$ cat src/sarq_pkg.sv
// Purpose: shared constants and types of the converter sequencer
// Assumes: pclk stands in for the E clock; APB word addresses
// Notes: a register's byte address is four times its index
// Operation
// - mux routes one of sixteen sources
// - eight comparisons per conversion, MSB first
// - finished approximation copied to slot result
// - four readable 8-bit result registers
// - result updates avoid processor read cycles
// - sequences of four, repeat or stop
// - done flag after fourth result stored
// - control write starts sequence one cycle later
// - low reference gives 00, high gives FF
// - power-up bit enables converter and pump
// - clock select picks RC or E clock
// - E clock mode synchronous, RC mode asynchronous
// - input switch closed 12 cycles per conversion
// - protected bits write once within 64 cycles
// - special modes leave protected bits writable
// - edge select: falling edge or low level
// - stop exit delay 4000 or four cycles
// - forced monitor sticky until reset
// - control write clears flag, restarts sequence
// - continuous round robin, else once and halt
// - single channel converted four times in order
// - multi channel uses upper bits as group
package sarq_pkg;
  // register indices (byte address = index * 4)
  localparam logic [7:0] IDX_CTL = 8'h30;
  localparam logic [7:0] IDX_RES0 = 8'h31;
  localparam logic [7:0] IDX_OPT = 8'h39;
  localparam logic [7:0] OPT_RESET = 8'h10;
  // option bit positions
  localparam int OPT_CONVERTER_POWER_UP = 7;
  localparam int OPT_CONVERTER_CLOCK_SOURCE = 6;
  localparam int OPT_IRQ_EDGE_SELECT = 5;
  localparam int OPT_DLY = 4;
  localparam int OPT_CME = 3;
  localparam int OPT_CLOCK_MONITOR_FORCE = 2;
  // control bit positions
  localparam int CTL_DONE = 7;
  localparam int CTL_SCAN = 5;
  localparam int CTL_MULTI_CHANNEL_SELECT = 4;
  // timing counts: sample and step in pclk cycles or rc ticks, the rest in pclk cycles
  localparam logic [3:0] SAMPLE_CYCLES = 4'hC;
  localparam logic [3:0] STEP_CYCLES = 4'h4;
  localparam logic [6:0] PROT_WINDOW = 7'h40;
  localparam logic [11:0] STOP_DELAY_LONG = 12'hFA0;
  localparam logic [11:0] STOP_DELAY_SHORT = 12'h004;

  // sequencer states, gray from idle through store
  typedef enum logic [2:0] {
    ST_IDLE = 3'h0,
    ST_START = 3'h1,
    ST_SAMPLE = 3'h3,
    ST_COMPARE = 3'h2,
    ST_STORE = 3'h6
  } sarq_state_e;

  // whole state of the sequencer
  typedef struct packed {
    sarq_state_e st;
    logic [1:0] slot;
    logic [2:0] bit_idx;
    logic [3:0] cnt;
    logic [7:0] sar;
    logic [3:0][7:0] res;
    logic done;
    logic scan;
    logic multi_channel_select;
    logic [3:0] chan;
    logic [7:0] opt;
    logic prot_used;
    logic [6:0] por_cnt;
    logic [2:0] comp_sync;
    logic [2:0] rc_sync;
    logic [1:0] spec_sync;
    logic [2:0] wake_sync;
    logic [11:0] stop_cnt;
    logic stopping;
    logic resume;
    logic [3:0] mux_sel;
    logic switch_on;
    logic pready;
    logic pslverr;
    logic [31:0] prdata;
  } sarq_state_s;
endpackage : sarq_pkg

$ cat src/sarq_top.sv
// Purpose: APB-facing digital control of an 8-bit SAR converter
// Assumes: comparator, RC tick, wake and mode straps are async pins
// Notes: all outputs but clock_monitor_on come straight from the state register; it is an OR of two of its bits
//
// The APB register port was left to the implementer.
module sarq_top (
  input wire logic pclk,
  input wire logic presetn,
  input wire logic psel,
  input wire logic penable,
  input wire logic pwrite,
  input wire logic [31:0] paddr,
  input wire logic [31:0] pwdata,
  output logic [31:0] prdata,
  output logic pready,
  output logic pslverr,
  input wire logic comp_in,
  input wire logic rc_tick,
  input wire logic special_mode,
  input wire logic stop_wake,
  output logic [3:0] mux_sel,
  output logic sample_switch,
  output logic [7:0] dac_code,
  output logic converter_enable,
  output logic rc_clock_sel,
  output logic irq_edge_select,
  output logic clock_monitor_on,
  output logic [1:0] watchdog_rate,
  output logic cpu_resume
);
  sarq_pkg::sarq_state_s q_reg; // registered state
  sarq_pkg::sarq_state_s q_next; // next state

  ////////////////////////////////////////////////////////////////////
  // address decode shared by read and write paths
  function automatic logic [3:0] dec_addr(input logic [31:0] a);
    logic [7:0] idx;
    idx = a[9:2];
    dec_addr = 4'h0;
    if (a[31:10] != 22'h0 || a[1:0] != 2'h0) begin
      dec_addr = 4'h0; // unmapped
    end else if (idx == sarq_pkg::IDX_CTL) begin
      dec_addr = 4'h1;
    end else if (idx == sarq_pkg::IDX_OPT) begin
      dec_addr = 4'h2;
    end else if (idx >= sarq_pkg::IDX_RES0 && idx < sarq_pkg::IDX_RES0 + 8'h04) begin
      dec_addr = {2'h3, 2'(idx - sarq_pkg::IDX_RES0)}; // results 0..3
    end
  endfunction : dec_addr

  ////////////////////////////////////////////////////////////////////
  // next-state logic
  always_comb begin
    logic [3:0] sel;
    logic bus_read;
    logic wr_fire;
    logic adv;
    logic prot_ok;
    logic [7:0] w;
    sel = dec_addr(paddr);
    prot_ok = 1'b0;
    bus_read = psel && !pwrite;
    wr_fire = psel && penable && pwrite && q_reg.pready;
    w = pwdata[7:0];
    q_next = q_reg;
    // two-flop synchronisers; second stage read, rc tick and wake also read a third stage for edge detection
    q_next.comp_sync = {q_reg.comp_sync[1:0], comp_in};
    q_next.rc_sync = {q_reg.rc_sync[1:0], rc_tick};
    q_next.spec_sync = {q_reg.spec_sync[0], special_mode};
    q_next.wake_sync = {q_reg.wake_sync[1:0], stop_wake};
    // rc mode steps on rc ticks, e clock mode on every edge
    adv = q_reg.opt[sarq_pkg::OPT_CONVERTER_CLOCK_SOURCE] ? (q_reg.rc_sync[1] && !q_reg.rc_sync[2]) : 1'b1;
    if (q_reg.por_cnt != sarq_pkg::PROT_WINDOW) begin
      q_next.por_cnt = 7'(q_reg.por_cnt + 7'h1);
    end
    // apb: one wait cycle, then answer from flops
    q_next.pready = psel && penable && !q_reg.pready;
    q_next.pslverr = psel && penable && !q_reg.pready && (sel == 4'h0);
    if (psel && penable && !q_reg.pready) begin
      case (sel)
        4'h1: q_next.prdata = {24'h0, q_reg.done, 1'b0, q_reg.scan, q_reg.multi_channel_select, q_reg.chan};
        4'h2: q_next.prdata = {24'h0, q_reg.opt};
        4'hC, 4'hD, 4'hE, 4'hF: q_next.prdata = {24'h0, q_reg.res[sel[1:0]]};
        default: q_next.prdata = 32'h0;
      endcase
    end
    // sequencer
    case (q_reg.st)
      sarq_pkg::ST_IDLE: begin
        q_next.switch_on = 1'b0;
      end
      sarq_pkg::ST_START: begin
        q_next.st = sarq_pkg::ST_SAMPLE;
        q_next.slot = 2'h0;
        q_next.cnt = 4'h0;
        q_next.switch_on = 1'b1;
      end
      sarq_pkg::ST_SAMPLE: begin
        if (adv) begin
          if (q_reg.cnt == sarq_pkg::SAMPLE_CYCLES - 4'h1) begin
            q_next.st = sarq_pkg::ST_COMPARE;
            q_next.switch_on = 1'b0;
            q_next.cnt = 4'h0;
            q_next.bit_idx = 3'h7;
            q_next.sar = 8'h80;
          end else begin
            q_next.cnt = 4'(q_reg.cnt + 4'h1);
          end
        end
      end
      sarq_pkg::ST_COMPARE: begin
        // trial held a few cycles so the synchronised comparator settles
        if (adv) begin
          if (q_reg.cnt == sarq_pkg::STEP_CYCLES - 4'h1) begin
            q_next.cnt = 4'h0;
            // comparator low means input below trial: drop the bit
            if (!q_reg.comp_sync[1]) begin
              q_next.sar[q_reg.bit_idx] = 1'b0;
            end
            if (q_reg.bit_idx == 3'h0) begin
              q_next.st = sarq_pkg::ST_STORE;
            end else begin
              q_next.bit_idx = 3'(q_reg.bit_idx - 3'h1);
              q_next.sar[q_reg.bit_idx - 3'h1] = 1'b1;
            end
          end else begin
            q_next.cnt = 4'(q_reg.cnt + 4'h1);
          end
        end
      end
      sarq_pkg::ST_STORE: begin
        // store deferred while a read is on the bus
        if (!bus_read) begin
          q_next.res[q_reg.slot] = q_reg.sar;
          q_next.slot = 2'(q_reg.slot + 2'h1);
          q_next.cnt = 4'h0;
          if (q_reg.slot == 2'h3) begin
            q_next.done = 1'b1;
            if (q_reg.scan) begin
              q_next.st = sarq_pkg::ST_SAMPLE;
              q_next.switch_on = 1'b1;
            end else begin
              q_next.st = sarq_pkg::ST_IDLE;
            end
          end else begin
            q_next.st = sarq_pkg::ST_SAMPLE;
            q_next.switch_on = 1'b1;
          end
        end
      end
      default: begin
        q_next.st = sarq_pkg::ST_IDLE;
      end
    endcase
    // channel: single uses all four bits, multi uses group plus slot
    q_next.mux_sel = q_next.multi_channel_select ? {q_next.chan[3:2], q_next.slot} : q_next.chan;
    // register writes take effect at the pready edge
    if (wr_fire && sel == 4'h1) begin
      q_next.scan = w[sarq_pkg::CTL_SCAN];
      q_next.multi_channel_select = w[sarq_pkg::CTL_MULTI_CHANNEL_SELECT];
      q_next.chan = w[3:0];
      q_next.done = 1'b0;
      q_next.switch_on = 1'b0;
      q_next.st = q_reg.opt[sarq_pkg::OPT_CONVERTER_POWER_UP] ? sarq_pkg::ST_START : sarq_pkg::ST_IDLE;
      q_next.mux_sel = w[sarq_pkg::CTL_MULTI_CHANNEL_SELECT] ? {w[3:2], 2'h0} : w[3:0];
    end
    if (wr_fire && sel == 4'h2) begin
      q_next.opt[sarq_pkg::OPT_CONVERTER_POWER_UP] = w[sarq_pkg::OPT_CONVERTER_POWER_UP];
      q_next.opt[sarq_pkg::OPT_CONVERTER_CLOCK_SOURCE] = w[sarq_pkg::OPT_CONVERTER_CLOCK_SOURCE];
      q_next.opt[sarq_pkg::OPT_CME] = w[sarq_pkg::OPT_CME];
      prot_ok = q_reg.spec_sync[1] ||
                (!q_reg.prot_used && q_reg.por_cnt != sarq_pkg::PROT_WINDOW);
      if (prot_ok) begin
        q_next.prot_used = 1'b1;
        q_next.opt[sarq_pkg::OPT_IRQ_EDGE_SELECT] = w[sarq_pkg::OPT_IRQ_EDGE_SELECT];
        q_next.opt[sarq_pkg::OPT_DLY] = w[sarq_pkg::OPT_DLY];
        q_next.opt[1:0] = w[1:0];
        // forced monitor can be set but never cleared before reset
        q_next.opt[sarq_pkg::OPT_CLOCK_MONITOR_FORCE] = q_reg.opt[sarq_pkg::OPT_CLOCK_MONITOR_FORCE] | w[sarq_pkg::OPT_CLOCK_MONITOR_FORCE];
      end
    end
    // powering down stops any conversion and opens the input switch
    if (!q_next.opt[sarq_pkg::OPT_CONVERTER_POWER_UP]) begin
      q_next.st = sarq_pkg::ST_IDLE;
      q_next.switch_on = 1'b0;
    end
    // stop-mode exit delay
    q_next.resume = 1'b0;
    if (q_reg.wake_sync[1] && !q_reg.wake_sync[2] && !q_reg.stopping) begin
      q_next.stopping = 1'b1;
      q_next.stop_cnt = q_reg.opt[sarq_pkg::OPT_DLY] ?
                        sarq_pkg::STOP_DELAY_LONG : sarq_pkg::STOP_DELAY_SHORT;
    end else if (q_reg.stopping) begin
      if (q_reg.stop_cnt == 12'h001) begin
        q_next.stopping = 1'b0;
        q_next.resume = 1'b1;
      end
      q_next.stop_cnt = 12'(q_reg.stop_cnt - 12'h001);
    end
  end

  ////////////////////////////////////////////////////////////////////
  // state register
  always_ff @(posedge pclk or negedge presetn) begin
    if (!presetn) begin
      q_reg <= '0;
      q_reg.opt <= sarq_pkg::OPT_RESET;
    end else begin
      q_reg <= q_next;
    end
  end

  ////////////////////////////////////////////////////////////////////
  // outputs straight from flops, clock_monitor_on an OR of two
  assign prdata = q_reg.prdata;
  assign pready = q_reg.pready;
  assign pslverr = q_reg.pslverr;
  assign mux_sel = q_reg.mux_sel;
  assign sample_switch = q_reg.switch_on;
  assign dac_code = q_reg.sar;
  assign converter_enable = q_reg.opt[sarq_pkg::OPT_CONVERTER_POWER_UP];
  assign rc_clock_sel = q_reg.opt[sarq_pkg::OPT_CONVERTER_CLOCK_SOURCE];
  assign irq_edge_select = q_reg.opt[sarq_pkg::OPT_IRQ_EDGE_SELECT];
  assign clock_monitor_on = q_reg.opt[sarq_pkg::OPT_CLOCK_MONITOR_FORCE] | q_reg.opt[sarq_pkg::OPT_CME];
  assign watchdog_rate = q_reg.opt[1:0];
  assign cpu_resume = q_reg.resume;
endmodule : sarq_top

$ cat config.mk
export PLATFORM = sky130hd
export DESIGN_NAME = sarq_top
export DESIGN_NICKNAME = d
export VERILOG_FILES = /design/src/sarq_pkg.sv /design/src/sarq_top.sv
export SDC_FILE = /design/constraint.sdc
export NUM_CORES = 1
export LEC_CHECK = 0
export ABC_CLOCK_PERIOD_IN_PS = 2650
export BUFFER_PORTS_ARGS = -buffer_cell sky130_fd_sc_hd__buf_2
export CORE_UTILIZATION = 40
export CTS_CLUSTER_SIZE = 14
export DETAILED_ROUTE_END_ITERATION = 16
export GPL_TIMING_DRIVEN = 0
export PLACE_DENSITY = 0.73
export REMOVE_ABC_BUFFERS = 1
export SYNTH_ARGS = -nofsm -noshare
export SYNTH_HDL_FRONTEND = slang
export SYNTH_SLANG_ARGS = --single-unit
$ cat constraint.sdc
create_clock -name pclk -period 2.65 [get_ports pclk]
set_input_delay 0.53 -clock pclk [delete_from_list [all_inputs] [get_ports pclk]]
set_output_delay 0.53 -clock pclk [all_outputs]
set_load 0.005 [all_outputs]
==> summary by stage, run 1 <==
Clocking
After clock tree synthesis, the clock-pin slew on the worst setup and hold paths is 0.06 ns. CTS built an H-tree with a depth of 4. Counting the buffers created by CTS gives 17. The maximum root-to-sink buffer count is 2. At the later pin of the worst-skew pair, clock insertion delay measures 0.41 ns. The clock tree from TritonCTS is done. The clock drives 114 sinks. The root buffer cell is clkbuf_16.

Timing
Setup violations remaining at the end of the flow were counted as 0. In this run the tightest slew margin relative to its limit is 0.553. Setup repair after global routing left no endpoint under its margin. The final period demand of the worst path is 2.43 ns. The clock skew is 0.0127 ns.

Dividing the final minimum period by the clock period gives 0.917. The count of final hold-check violations is 0. The highest achievable clock rate is 0.412 GHz.

The final number of max-transition violations was 0. The transition time of the tightest slew-check pin is 0.668 ns.

Critical path
The start point of the critical path is paddr[2]. The arrival time at the worst endpoint is 2.71 ns. The worst register-to-register path begins at q_reg[136]. The reg-to-reg critical path endpoint is q_reg[108]. The classification of the worst setup path is in2reg. The type of origin of the critical path is a primary input. The setup slack on the worst flop-to-flop path is 0.35 ns. The peak fanout along the critical path is 12. The number of cells on the worst reg-to-reg path is 4. The worst endpoint required time is 2.93 ns.

The sort of element at the end of the critical path is a flip-flop.

Place
The total instance count after detailed placement is 751. The HPWL after detailed placement is 8860 um. In this run the tool buffered the top-level ports with 78 buffer cells. The congestion estimate from routability-driven global placement came to 0.872.

Synth
The async set or reset register ratio after synthesis is 1.00. Synthesis produced a netlist whose cell count is 527. The total of warnings raised by yosys is 0. The most frequent cell after synthesis is dfrtp_1. Of the synthesized area, sequential elements account for 0.493.

The biggest area contributor in the post-synthesis netlist is dfrtp_1. The top-area cell type share of the netlist area is 0.488. Dividing the synthesized area by the synthesized cell count gives 11.0 um2. By count the netlist is led by dfrtp_1, mux2_2, buf_4.

The netlist uses 62 different library cells. In the post-synthesis netlist, the biggest area contributors are dfrtp_1, mux2_2, buf_4, o21ai_0, ha_1. In this run the cell area of the synthesized design comes to 5790 um2. The number of synthesized flops with an enable pin is 0.

The most used flip-flop cell after synthesis is dfrtp_1. In this run, synthesis produced a sequential element count of 114.

Detailed routing
The first-pass detailed-route iteration total is 5. The final routed wirelength across all metal layers is 12400 um. For this block, the initial DRC count from the detailed router was 253.

The detailed-route vias per instance is 5.29. The count of vias placed by the detailed router is 4149. The detail route stage leaves a number of antenna-violating nets equal to 0. The number of design rule violations left after detail routing is 0. The detailed-route wire length per cell is 15.8 um.

Cells and area
In the final design database the tool counted 679 nets. The count of placed standard cells in the final layout, fillers left out is 785. The layout overhead on the synthesized area is 17.5%. The flip-flop count of the largest register after layout is 78. The fraction of final layout cells sized beyond drive strength 1 is 0.311. The filler cells instantiated in the layout total 1248. The repair_antennas step left the layout with diodes totalling 0.

At the end of the flow the core is filled with cells to 0.487.

Pwr
The post-route total power is 4830 uW. The standby leakage power is 0.00328 uW. VDD sags by at most 0.431 mV. The cell area power density is 710 nW/um2.

Floorplan
In this run the count of I/O pins placed on the die edge is 127. The site row count is 43. The total area inside the core boundary comes to 14000 um2.

The die outline height is 122 um. The floorplan step defined a die boundary enclosing 15000 um2. The effective utilization at floorplan is 0.414. In this run the horizontal extent of the chip is 122 um.

Run
Max-cap violations in this run came to 0.

Global routing
The first-pass GRT wire length is 20300 um. For this run, the total global-route usage over all layers was measured as 0.178. The largest net degree at the start of global routing is 68. The total overflow left after global routing is 0. The number of antenna violations at the first check in global routing is 0. The via count of the first global-routing pass is 4092.

Worst hold path
The tightest min-delay check is of the in2async type.

Outcome
The flow ran to the end, and the final reports show no timing, DRC or antenna violations.
==> through the flow <==
step | TNS [ns] | hold slack (ns) | area, um2 | setup WS, ns
after floorplan | -1.06 | 0.234 | 5480 | -0.155
after global placement | -36.75 | 0.334 | 6090 | -0.901
after detailed placement | -14.44 | 0.338 | 6120 | -1.00
after CTS | 0 | 0.160 | 6780 | 0.0883
after global routing | 0 | 0.188 | 6810 | 0.0874
final | 0 | 0.143 | 6810 | 0.221
==> area by class of cell <==
type | count | area (um2) | area share
multi-input cells | 360 | 2570 | 0.377
repair buffers | 81 | 448 | 0.0658
clock inverters | 11 | 183 | 0.0268
inverters | 18 | 67.6 | 0.00993
flip-flops and latches | 114 | 2850 | 0.419
well taps | 180 | 225 | 0.0331
clock buffers | 21 | 460 | 0.0676
==> report_power, final <==
part,leakage [uW],internal [uW],switching (uW)
registers,0.00152,1840,99.3
clock network,0.000317,1710,768
logic,0.00144,171,243
total,0.00328,3720,1110
==> critical path: stages <==
cell      delay (ns)
buf_2           0.11
inv_1           0.15
ha_1            0.18
nand2b_1        0.10
nor3_4          0.41
nand3b_1        0.23
buf_12          0.14
buf_4           0.11
mux2_2          0.33
a221oi_1        0.29
o21ai_0         0.12
==> cells by family (layout without fill, tap and decap cells) <==
kind of cell               after synthesis  after routing  synth area share
other                                    1             24          0.000648
xor gates and xnor gates                12             12            0.0182
buffers and inverters                   76            131            0.0808
AOI/OAI and AO/OA                      102            102             0.111
and+or+nand+nor                        140            140             0.133
adders and majority gates               14             14            0.0303
DFF                                    114            114             0.493
muxes                                   68             68             0.134
==> placed cells by master (no fill, tap or decap), types with 5 or more instances in the layout <==
cell type / instances
dfrtp_1: 113
buf_2: 77
mux2_2: 60
o21ai_0: 40
nand2_1: 31
nor2_1: 30
conb_1: 24
inv_1: 18
a21oi_1: 18
clkbuf_16: 17
nand3_1: 14
ha_1: 14
nor3_1: 11
nand3b_1: 8
a221oi_1: 8
a22oi_1: 7
nand2b_1: 6
xor2_1: 6
xnor2_1: 6
nor2b_1: 5
and3_1: 5
clkinv_2: 5
bufinv_16: 5
==> metal layers <==
layer	global-route usage	vias up	wire, um
li1	-	1952	-
met1	0.234	2039	5640
met2	0.281	150	5970
met3	0.0465	8	688
met4	0.0648	0	119
met5	0	-	0
==> how the worst max path moves through the flow <==
stage	cells past startpoint	slack, ns	to
2_1_floorplan	8	-0.15	prdata[0]
3_3_place_gp	9	-0.90	prdata[5]
3_5_place_dp	9	-1.00	prdata[5]
4_1_cts	9	0.09	prdata[5]
5_1_grt	10	0.09	prdata[5]
6_report	11	0.22	prdata[7]
==> what timing repair did <==
| action | 4_1_cts | 5_1_grt |
|---|---|---|
| hold buffers | 0 | 0 |
| hold endpoints to repair | 0 | 0 |
| setup buffers | 0 | 2 |
| gates cloned | 0 | 0 |
| setup endpoints to repair | 16 | 3 |
| gates resized for setup | 2 | 1 |
| pin swaps | 0 | 0 |
(Power assumes the default switching activity.)
==> run 2, diff against run 1 <==
==> constraint.sdc (replaced) <==
create_clock -name pclk -period 2.65 [get_ports pclk]
set_input_delay 0.1325 -clock pclk [delete_from_list [all_inputs] [get_ports pclk]]
set_output_delay 0.1325 -clock pclk [all_outputs]
set_load 0.005 [all_outputs]
==> run 2 against run 1 <==
  * Wire length increased by 0.45%
  * Final cell count increased by 1.4%
  * Sequential share of layout area shrank 0.57 points
  * First-iteration DRC count unchanged
  * Combinational power is 3% higher
  * Maximum frequency up 1.5%
  * Clock power barely moved
  * Flip-flop and latch count did not move
  * Critical path type unchanged
  * Largest cell class unchanged
==> summary by stage, run 2 (synthesis gave the netlist of run 1 again) <==
Cells and area
Fill cells in the final layout number 1236. In the final layout, the share of cells above drive strength 1 is 0.300. The register with the most flip-flops in the layout has 78 of them. The final layout net count is 690. The footprint of the multi-input gates is 2560 um2. Leaving out fill and tap cells, the most frequent cells in the layout are dfrtp_1, buf_2, mux2_2, o21ai_0, nand2_1. The sequential cells in the finished layout cover a total of 2850 um2.

The layout overhead on the synthesized area is 19.2%. Leaving out fill and tap cells, the most frequent cell in the layout is dfrtp_1. The number of inserted diodes is 0.

Detailed routing
For this block, the routed nets add up to 12500 um of wire. The pre-antenna-repair detailed-routing pass consisted of 5 iterations. The number of design rule violations left after detail routing is 0.

The count of vias placed by the detailed router is 4220. The detail route stage leaves a number of antenna-violating nets equal to 0. The first routing iteration left 253 violations. After detailed routing, the number of vias per cell comes to 5.30.

The detailed-route wire length per cell is 15.7 um.

Place
The HPWL after detailed placement is 8860 um. Before CTS, the worst setup slack after placement is -0.606 ns. At the end of routability-driven placement, the weighted congestion stood at 0.872. During placement, the flow inserted port buffers numbering 78.

Outcome
The run finished with clean final reports.

Clocking
The TritonCTS sink count is 114. After clock tree synthesis, the clock-pin slew on the worst setup and hold paths is 0.05 ns. The number of buffers inserted during clock tree synthesis is 17. The number of setup buffers added after CTS is 0.

The root buffer cell chosen for the clock tree is clkbuf_16. The clock tree from TritonCTS is done. The clock latency on the worst-skew pair is 0.41 ns. The clock passes through at most 2 buffers. The H-tree was split into 4 levels.

Global routing
Summed over all layers, the global routing overflow is 0. The number of antenna violations at the first check in global routing is 0. The largest net degree at the start of global routing is 68. The global router's overall resource usage is 0.179.

The first global-routing pass estimated 20500 um of wire. The via count of the first global-routing pass is 4162.

Pwr
Of the total power, combinational logic draws 0.088. The post-route total power is 4840 uW. Of the total power, registers draw 0.401. The cell area power density is 702 nW/um2. Of the total power, the clock network draws 0.511. The worst IR drop on VDD is 0.437 mV. The analysis attributes to net switching a power of 1110 uW.

The internal power of the cells totals 3730 uW. Summed over all cells, the static leakage comes to 0.00331 uW. Of the total power, the share spent switching nets is 0.229.

Run
The number of max-cap violations is 0.

Critical path
The worst setup path is launched from a primary input. The classification of the worst setup path is in2reg. The arrival time at the worst endpoint is 2.67 ns. The sort of element at the end of the critical path is a flip-flop. The setup slack on the worst flop-to-flop path is 0.37 ns. Data on the critical path is required at its endpoint by 2.93 ns. The peak fanout along the critical path is 12.

Worst hold path
The type of the worst min-delay path is in2reg.

Timing
The total of endpoints with negative setup slack in the final report is 0. The highest achievable clock rate is 0.418 GHz. The count of final hold-check violations is 0. Setup repair after global routing left no endpoint under its margin.

The smallest clock period supported by the final layout is computed as 2.39 ns. The fraction of the cycle the final worst path needs is 0.903. In this run the tightest slew margin relative to its limit is 0.458.

The final number of max-transition violations is 0. The final setup slack of the worst path is 0.257 ns. The transition time of the tightest slew-check pin is 0.809 ns. Clock skew on the completed layout was measured at 0.00743 ns.

Floorplan
The die covers 15000 um2. In this run the horizontal extent of the chip is 122 um. For this configuration, the core starts out at a cell density of 0.414. The site row count is 43. The region available for standard cell placement spans 14000 um2. The die outline height is 122 um.

The number of I/O pins is 127.
-- run 2: changes by cell type in the layout (fill, tap and decap cells not counted), sizes merged --
cell / change
buf: -2
dlygate4sd3: +13
-- run 2: per-layer routing --
metal	part of all wire	up-vias	GRT usage
met4	0.012	0	0.0648
li1	-	1973	-
met1	0.45	2075	0.234
met2	0.48	158	0.287
met3	0.054	14	0.0465
met5	0	-	0
-- run 2: area by class of cell --
type                       count  area share
sequential                   114       0.414
multi-input combinational    360       0.371
timing repair buffer          92      0.0798
clock buffer                  21      0.0667
tap                          180      0.0326
clock inverter                11      0.0265
inverter                      18     0.00979
-- run 2: worst max-delay path, cell delays in order --
cell	delay, ns
buf_2	0.11
inv_1	0.15
ha_1	0.18
nand2b_1	0.08
nor3_2	0.62
nand3b_1	0.48
mux2_2	0.40
a221oi_1	0.38
o21ai_0	0.13
-- run 2: path summary, 6_finish.rpt --
| kind | start | end | cells past startpoint |
|---|---|---|---|
| max | paddr[2] | prdata[5] | 9 |
| min | pwrite | q_reg[138] | 4 |
| max reg2reg | q_reg[136] | q_reg[108] | 4 |
| min reg2reg | q_next[54] | q_next[55] | 0 |
| max in group asynchronous | presetn | q_reg[76] | 3 |
| min in group asynchronous | presetn | q_next[57] | 2 |
-- run 2: power groups by stage --
stage	Clock, uW	Sequential [uW]	Combinational [uW]
6_report	2470	1940	426
5_1_grt	2590	1960	488
4_1_cts	2510	1940	431
3_5_place_dp	0	1970	408
3_3_place_gp	0	1960	374
2_1_floorplan	0	1940	261
-- run 2: timing repair --
item                                    4_1_cts  5_1_grt
hold endpoints to repair                     66        0
endpoints found under the setup margin        7        0
resized for setup                             1        0
hold buffers                                 13        0
-- run 2: metrics by stage --
stage	setup TNS (ns)	hold slack [ns]	std cells	util	cell area, um2
after detailed placement	-5.58	0.201	751	0.438	6120
after global routing	0	0.211	796	0.493	6900
after CTS	0	0.166	796	0.493	6900
after floorplan	0	-0.163	492	-	5480
after global placement	-4.45	0.242	750	0.436	6090
final	0	0.187	796	0.493	6900
==> run 3, diff against run 2 <==
--- a/config.mk
+++ b/config.mk
@@ -7,10 +7,12 @@
 export LEC_CHECK = 0
 export ABC_CLOCK_PERIOD_IN_PS = 2650
 export BUFFER_PORTS_ARGS = -buffer_cell sky130_fd_sc_hd__buf_2
+export CORE_ASPECT_RATIO = 1.25
 export CORE_UTILIZATION = 40
 export CTS_CLUSTER_SIZE = 14
 export DETAILED_ROUTE_END_ITERATION = 16
 export GPL_TIMING_DRIVEN = 0
+export HOLD_SLACK_MARGIN = 0.06
 export PLACE_DENSITY = 0.73
 export REMOVE_ABC_BUFFERS = 1
 export SYNTH_ARGS = -nofsm -noshare
==> constraint.sdc (replaced) <==
create_clock -name pclk -period 2.65 [get_ports pclk]
set_input_delay 0.1325 -clock pclk [delete_from_list [all_inputs] [get_ports pclk]]
set_output_delay 0.1325 -clock pclk [all_outputs]
set_load 0.1 [all_outputs]
==> run 3 against run 2 <==
  * Flip-flop and latch count stayed put
  * Critical path depth did not move
  * Via count is 1.7% higher
  * Core utilization is 0.072 points higher
  * Final area up 0.18%
  * Worst hold slack got worse by 0.012 ns
  * Clock skew rose by 0.0020 ns
  * Die area is essentially flat
  * Sequential share of layout area fell by 0.075 points
  * Non-clock buffer count stayed put
==> summary by stage, run 3 (synthesis gave the netlist of run 1 again) <==
Clocking
The root buffer cell is clkbuf_16. The number of buffers inserted for hold repair after clock tree synthesis is 13. After clock tree synthesis, the clock-pin slew on the worst setup and hold paths is 0.05 ns. Buffers inserted during clock tree synthesis total 17. The number of setup buffers added after CTS is 0. For this design, the sink count on the clock tree is 114.

The clock latency on the worst-skew pair is 0.42 ns. The H-tree depth is 4. The maximum root-to-sink buffer count is 2.

TritonCTS built the clock tree. After clock tree synthesis, the repair step resized 0 gates.

Floorplan
The number of I/O pins is 127. The horizontal die dimension is 110 um. The area of the die is 15000 um2.

The die outline height is 137 um. The effective utilization at floorplan is 0.414. Row generation in the floorplan step produced 48 rows. The total core area is 14000 um2.

Detailed routing
The final routed wirelength across all metal layers is 13300 um. The detail route stage leaves a number of antenna-violating nets equal to 0. The detailed-route wire length per cell is 16.8 um. The first detailed-routing pass took 6 iterations.

The violation count after the first detailed-routing iteration is 260. The count of vias placed by the detailed router is 4290. The number of design rule violations left after detail routing is 0.

The detailed-route vias per instance is 5.42.

Cells and area
The final core utilization is 0.494. The finished layout holds 791 standard cells, fillers aside. The final layout net count is 690. The sequential cells in the finished layout cover a total of 2850 um2.

The footprint of the multi-input gates is 2560 um2. After filler insertion, the fill cell instance count of the layout stands at 1232. The fraction of final layout cells sized beyond drive strength 1 is 0.302. The register with the most flip-flops in the layout has 78 of them. The layout overhead on the synthesized area is 19.4%. The leading cell type in the layout, fill and taps excluded is dfrtp_1.

The final design instance area without fill is 6910 um2. The library cells used most frequently in the layout, excluding fill and tap cells, are dfrtp_1, buf_2, mux2_2, o21ai_0, nand2_1. 0 antenna diodes ended up in the layout.

Critical path
At the worst endpoint, the arrival time is 2.68 ns. Data on the critical path is required at its endpoint by 2.94 ns. The sort of element at the end of the critical path is a flip-flop. The worst setup path is launched from a primary input. The peak fanout along the critical path is 12. By startpoint and endpoint, the worst setup path is classified as in2reg.

Global routing
In the global route stage, overall resource usage came out at 0.188. The total overflow left after global routing is 0. The largest net degree at the start of global routing is 76. The first-pass GRT wire length is 21100 um. The via count of the first global-routing pass is 4419. The number of antenna violations at the first check in global routing is 0.

Place
The HPWL after detailed placement is 9350 um. The post-detailed-placement cell area is 6120 um2. The final weighted congestion of routability-driven global placement is 0.860. The total instance count after detailed placement is 746.

The count of buffers from port buffering is 78.

Pwr
For this design the static power due to leakage is 0.00332 uW. The cell area power density is 732 nW/um2. IR analysis of the VDD net gives a maximum drop of 0.443 mV. After layout, the design draws a total of 5060 uW.

Timing
Adding up every negative setup slack in the final design gives 0 ns. Of the available clock period, the critical path in the final layout requires 0.903. Across the routed clock network, the largest skew measured is 0.00945 ns. The total of endpoints with negative setup slack in the final report is 0. At the pin with the least slew margin, the transition time is 0.876 ns.

The highest achievable clock rate is 0.418 GHz. The final period demand of the worst path is 2.39 ns. The final number of max-transition violations came to 0. The count of final hold-check violations is 0. In this run the tightest slew margin relative to its limit is 0.413. Setup repair after global routing left no endpoint under its margin.

Outcome
The flow ran to the end, and the final reports show no timing, DRC or antenna violations.

Run
The tool flagged a number of max-cap violations equal to 0.

Worst hold path
The type of the worst min-delay path is in2reg.
## run 3: path summary, 6_finish.rpt
check	from	to	slack (ns)	cells after the start
worst min-delay path	penable	pslverr	0.18	4
max in group asynchronous	presetn	q_reg[108]	1.66	3
worst max register to register	q_reg[136]	q_reg[94]	0.35	4
min in group asynchronous	presetn	q_reg[52]	0.23	2
worst max-delay path	paddr[2]	prdata[3]	0.26	9
worst min register to register	q_next[57]	q_reg[57]	0.34	0
## run 3: final cells by class
cell class                 instances  share of cell area
clock buffer                      22              0.0700
clock inverter                    10              0.0257
inverter                          18             0.00977
multi-input combinational        360               0.370
sequential                       114               0.413
tap                              175              0.0317
timing repair buffer              92              0.0796
## run 3: routing by layer
layer	track usage	vias up	wire length, um
li1	-	1972	-
met1	0.199	2143	5070
met2	0.346	146	7180
met3	0.0433	29	659
met4	0.0919	0	389
met5	0	-	0
## run 3: through the flow
step / hold slack, ns / worst slack, ns
2_1_floorplan: -0.163 / 0.243
3_3_place_gp: 0.244 / -0.613
3_5_place_dp: 0.148 / -0.175
4_1_cts: 0.190 / 0.263
5_1_grt: 0.224 / 0.0793
6_report: 0.175 / 0.257
## run 3: where the power goes
| part | switching (uW) | internal, uW |
|---|---|---|
| Clock | 781 | 1760 |
| Sequential | 99.2 | 1840 |
| Combinational | 399 | 179 |
## run 3: critical path, stage by stage
cell and delay [ns]:
buf_2 0.11, inv_1 0.15, ha_1 0.17, nand2b_1 0.08, nor3_2 0.67, nand3b_1 0.46, mux2_2 0.38, a221oi_1 0.40
o21ai_0 0.12
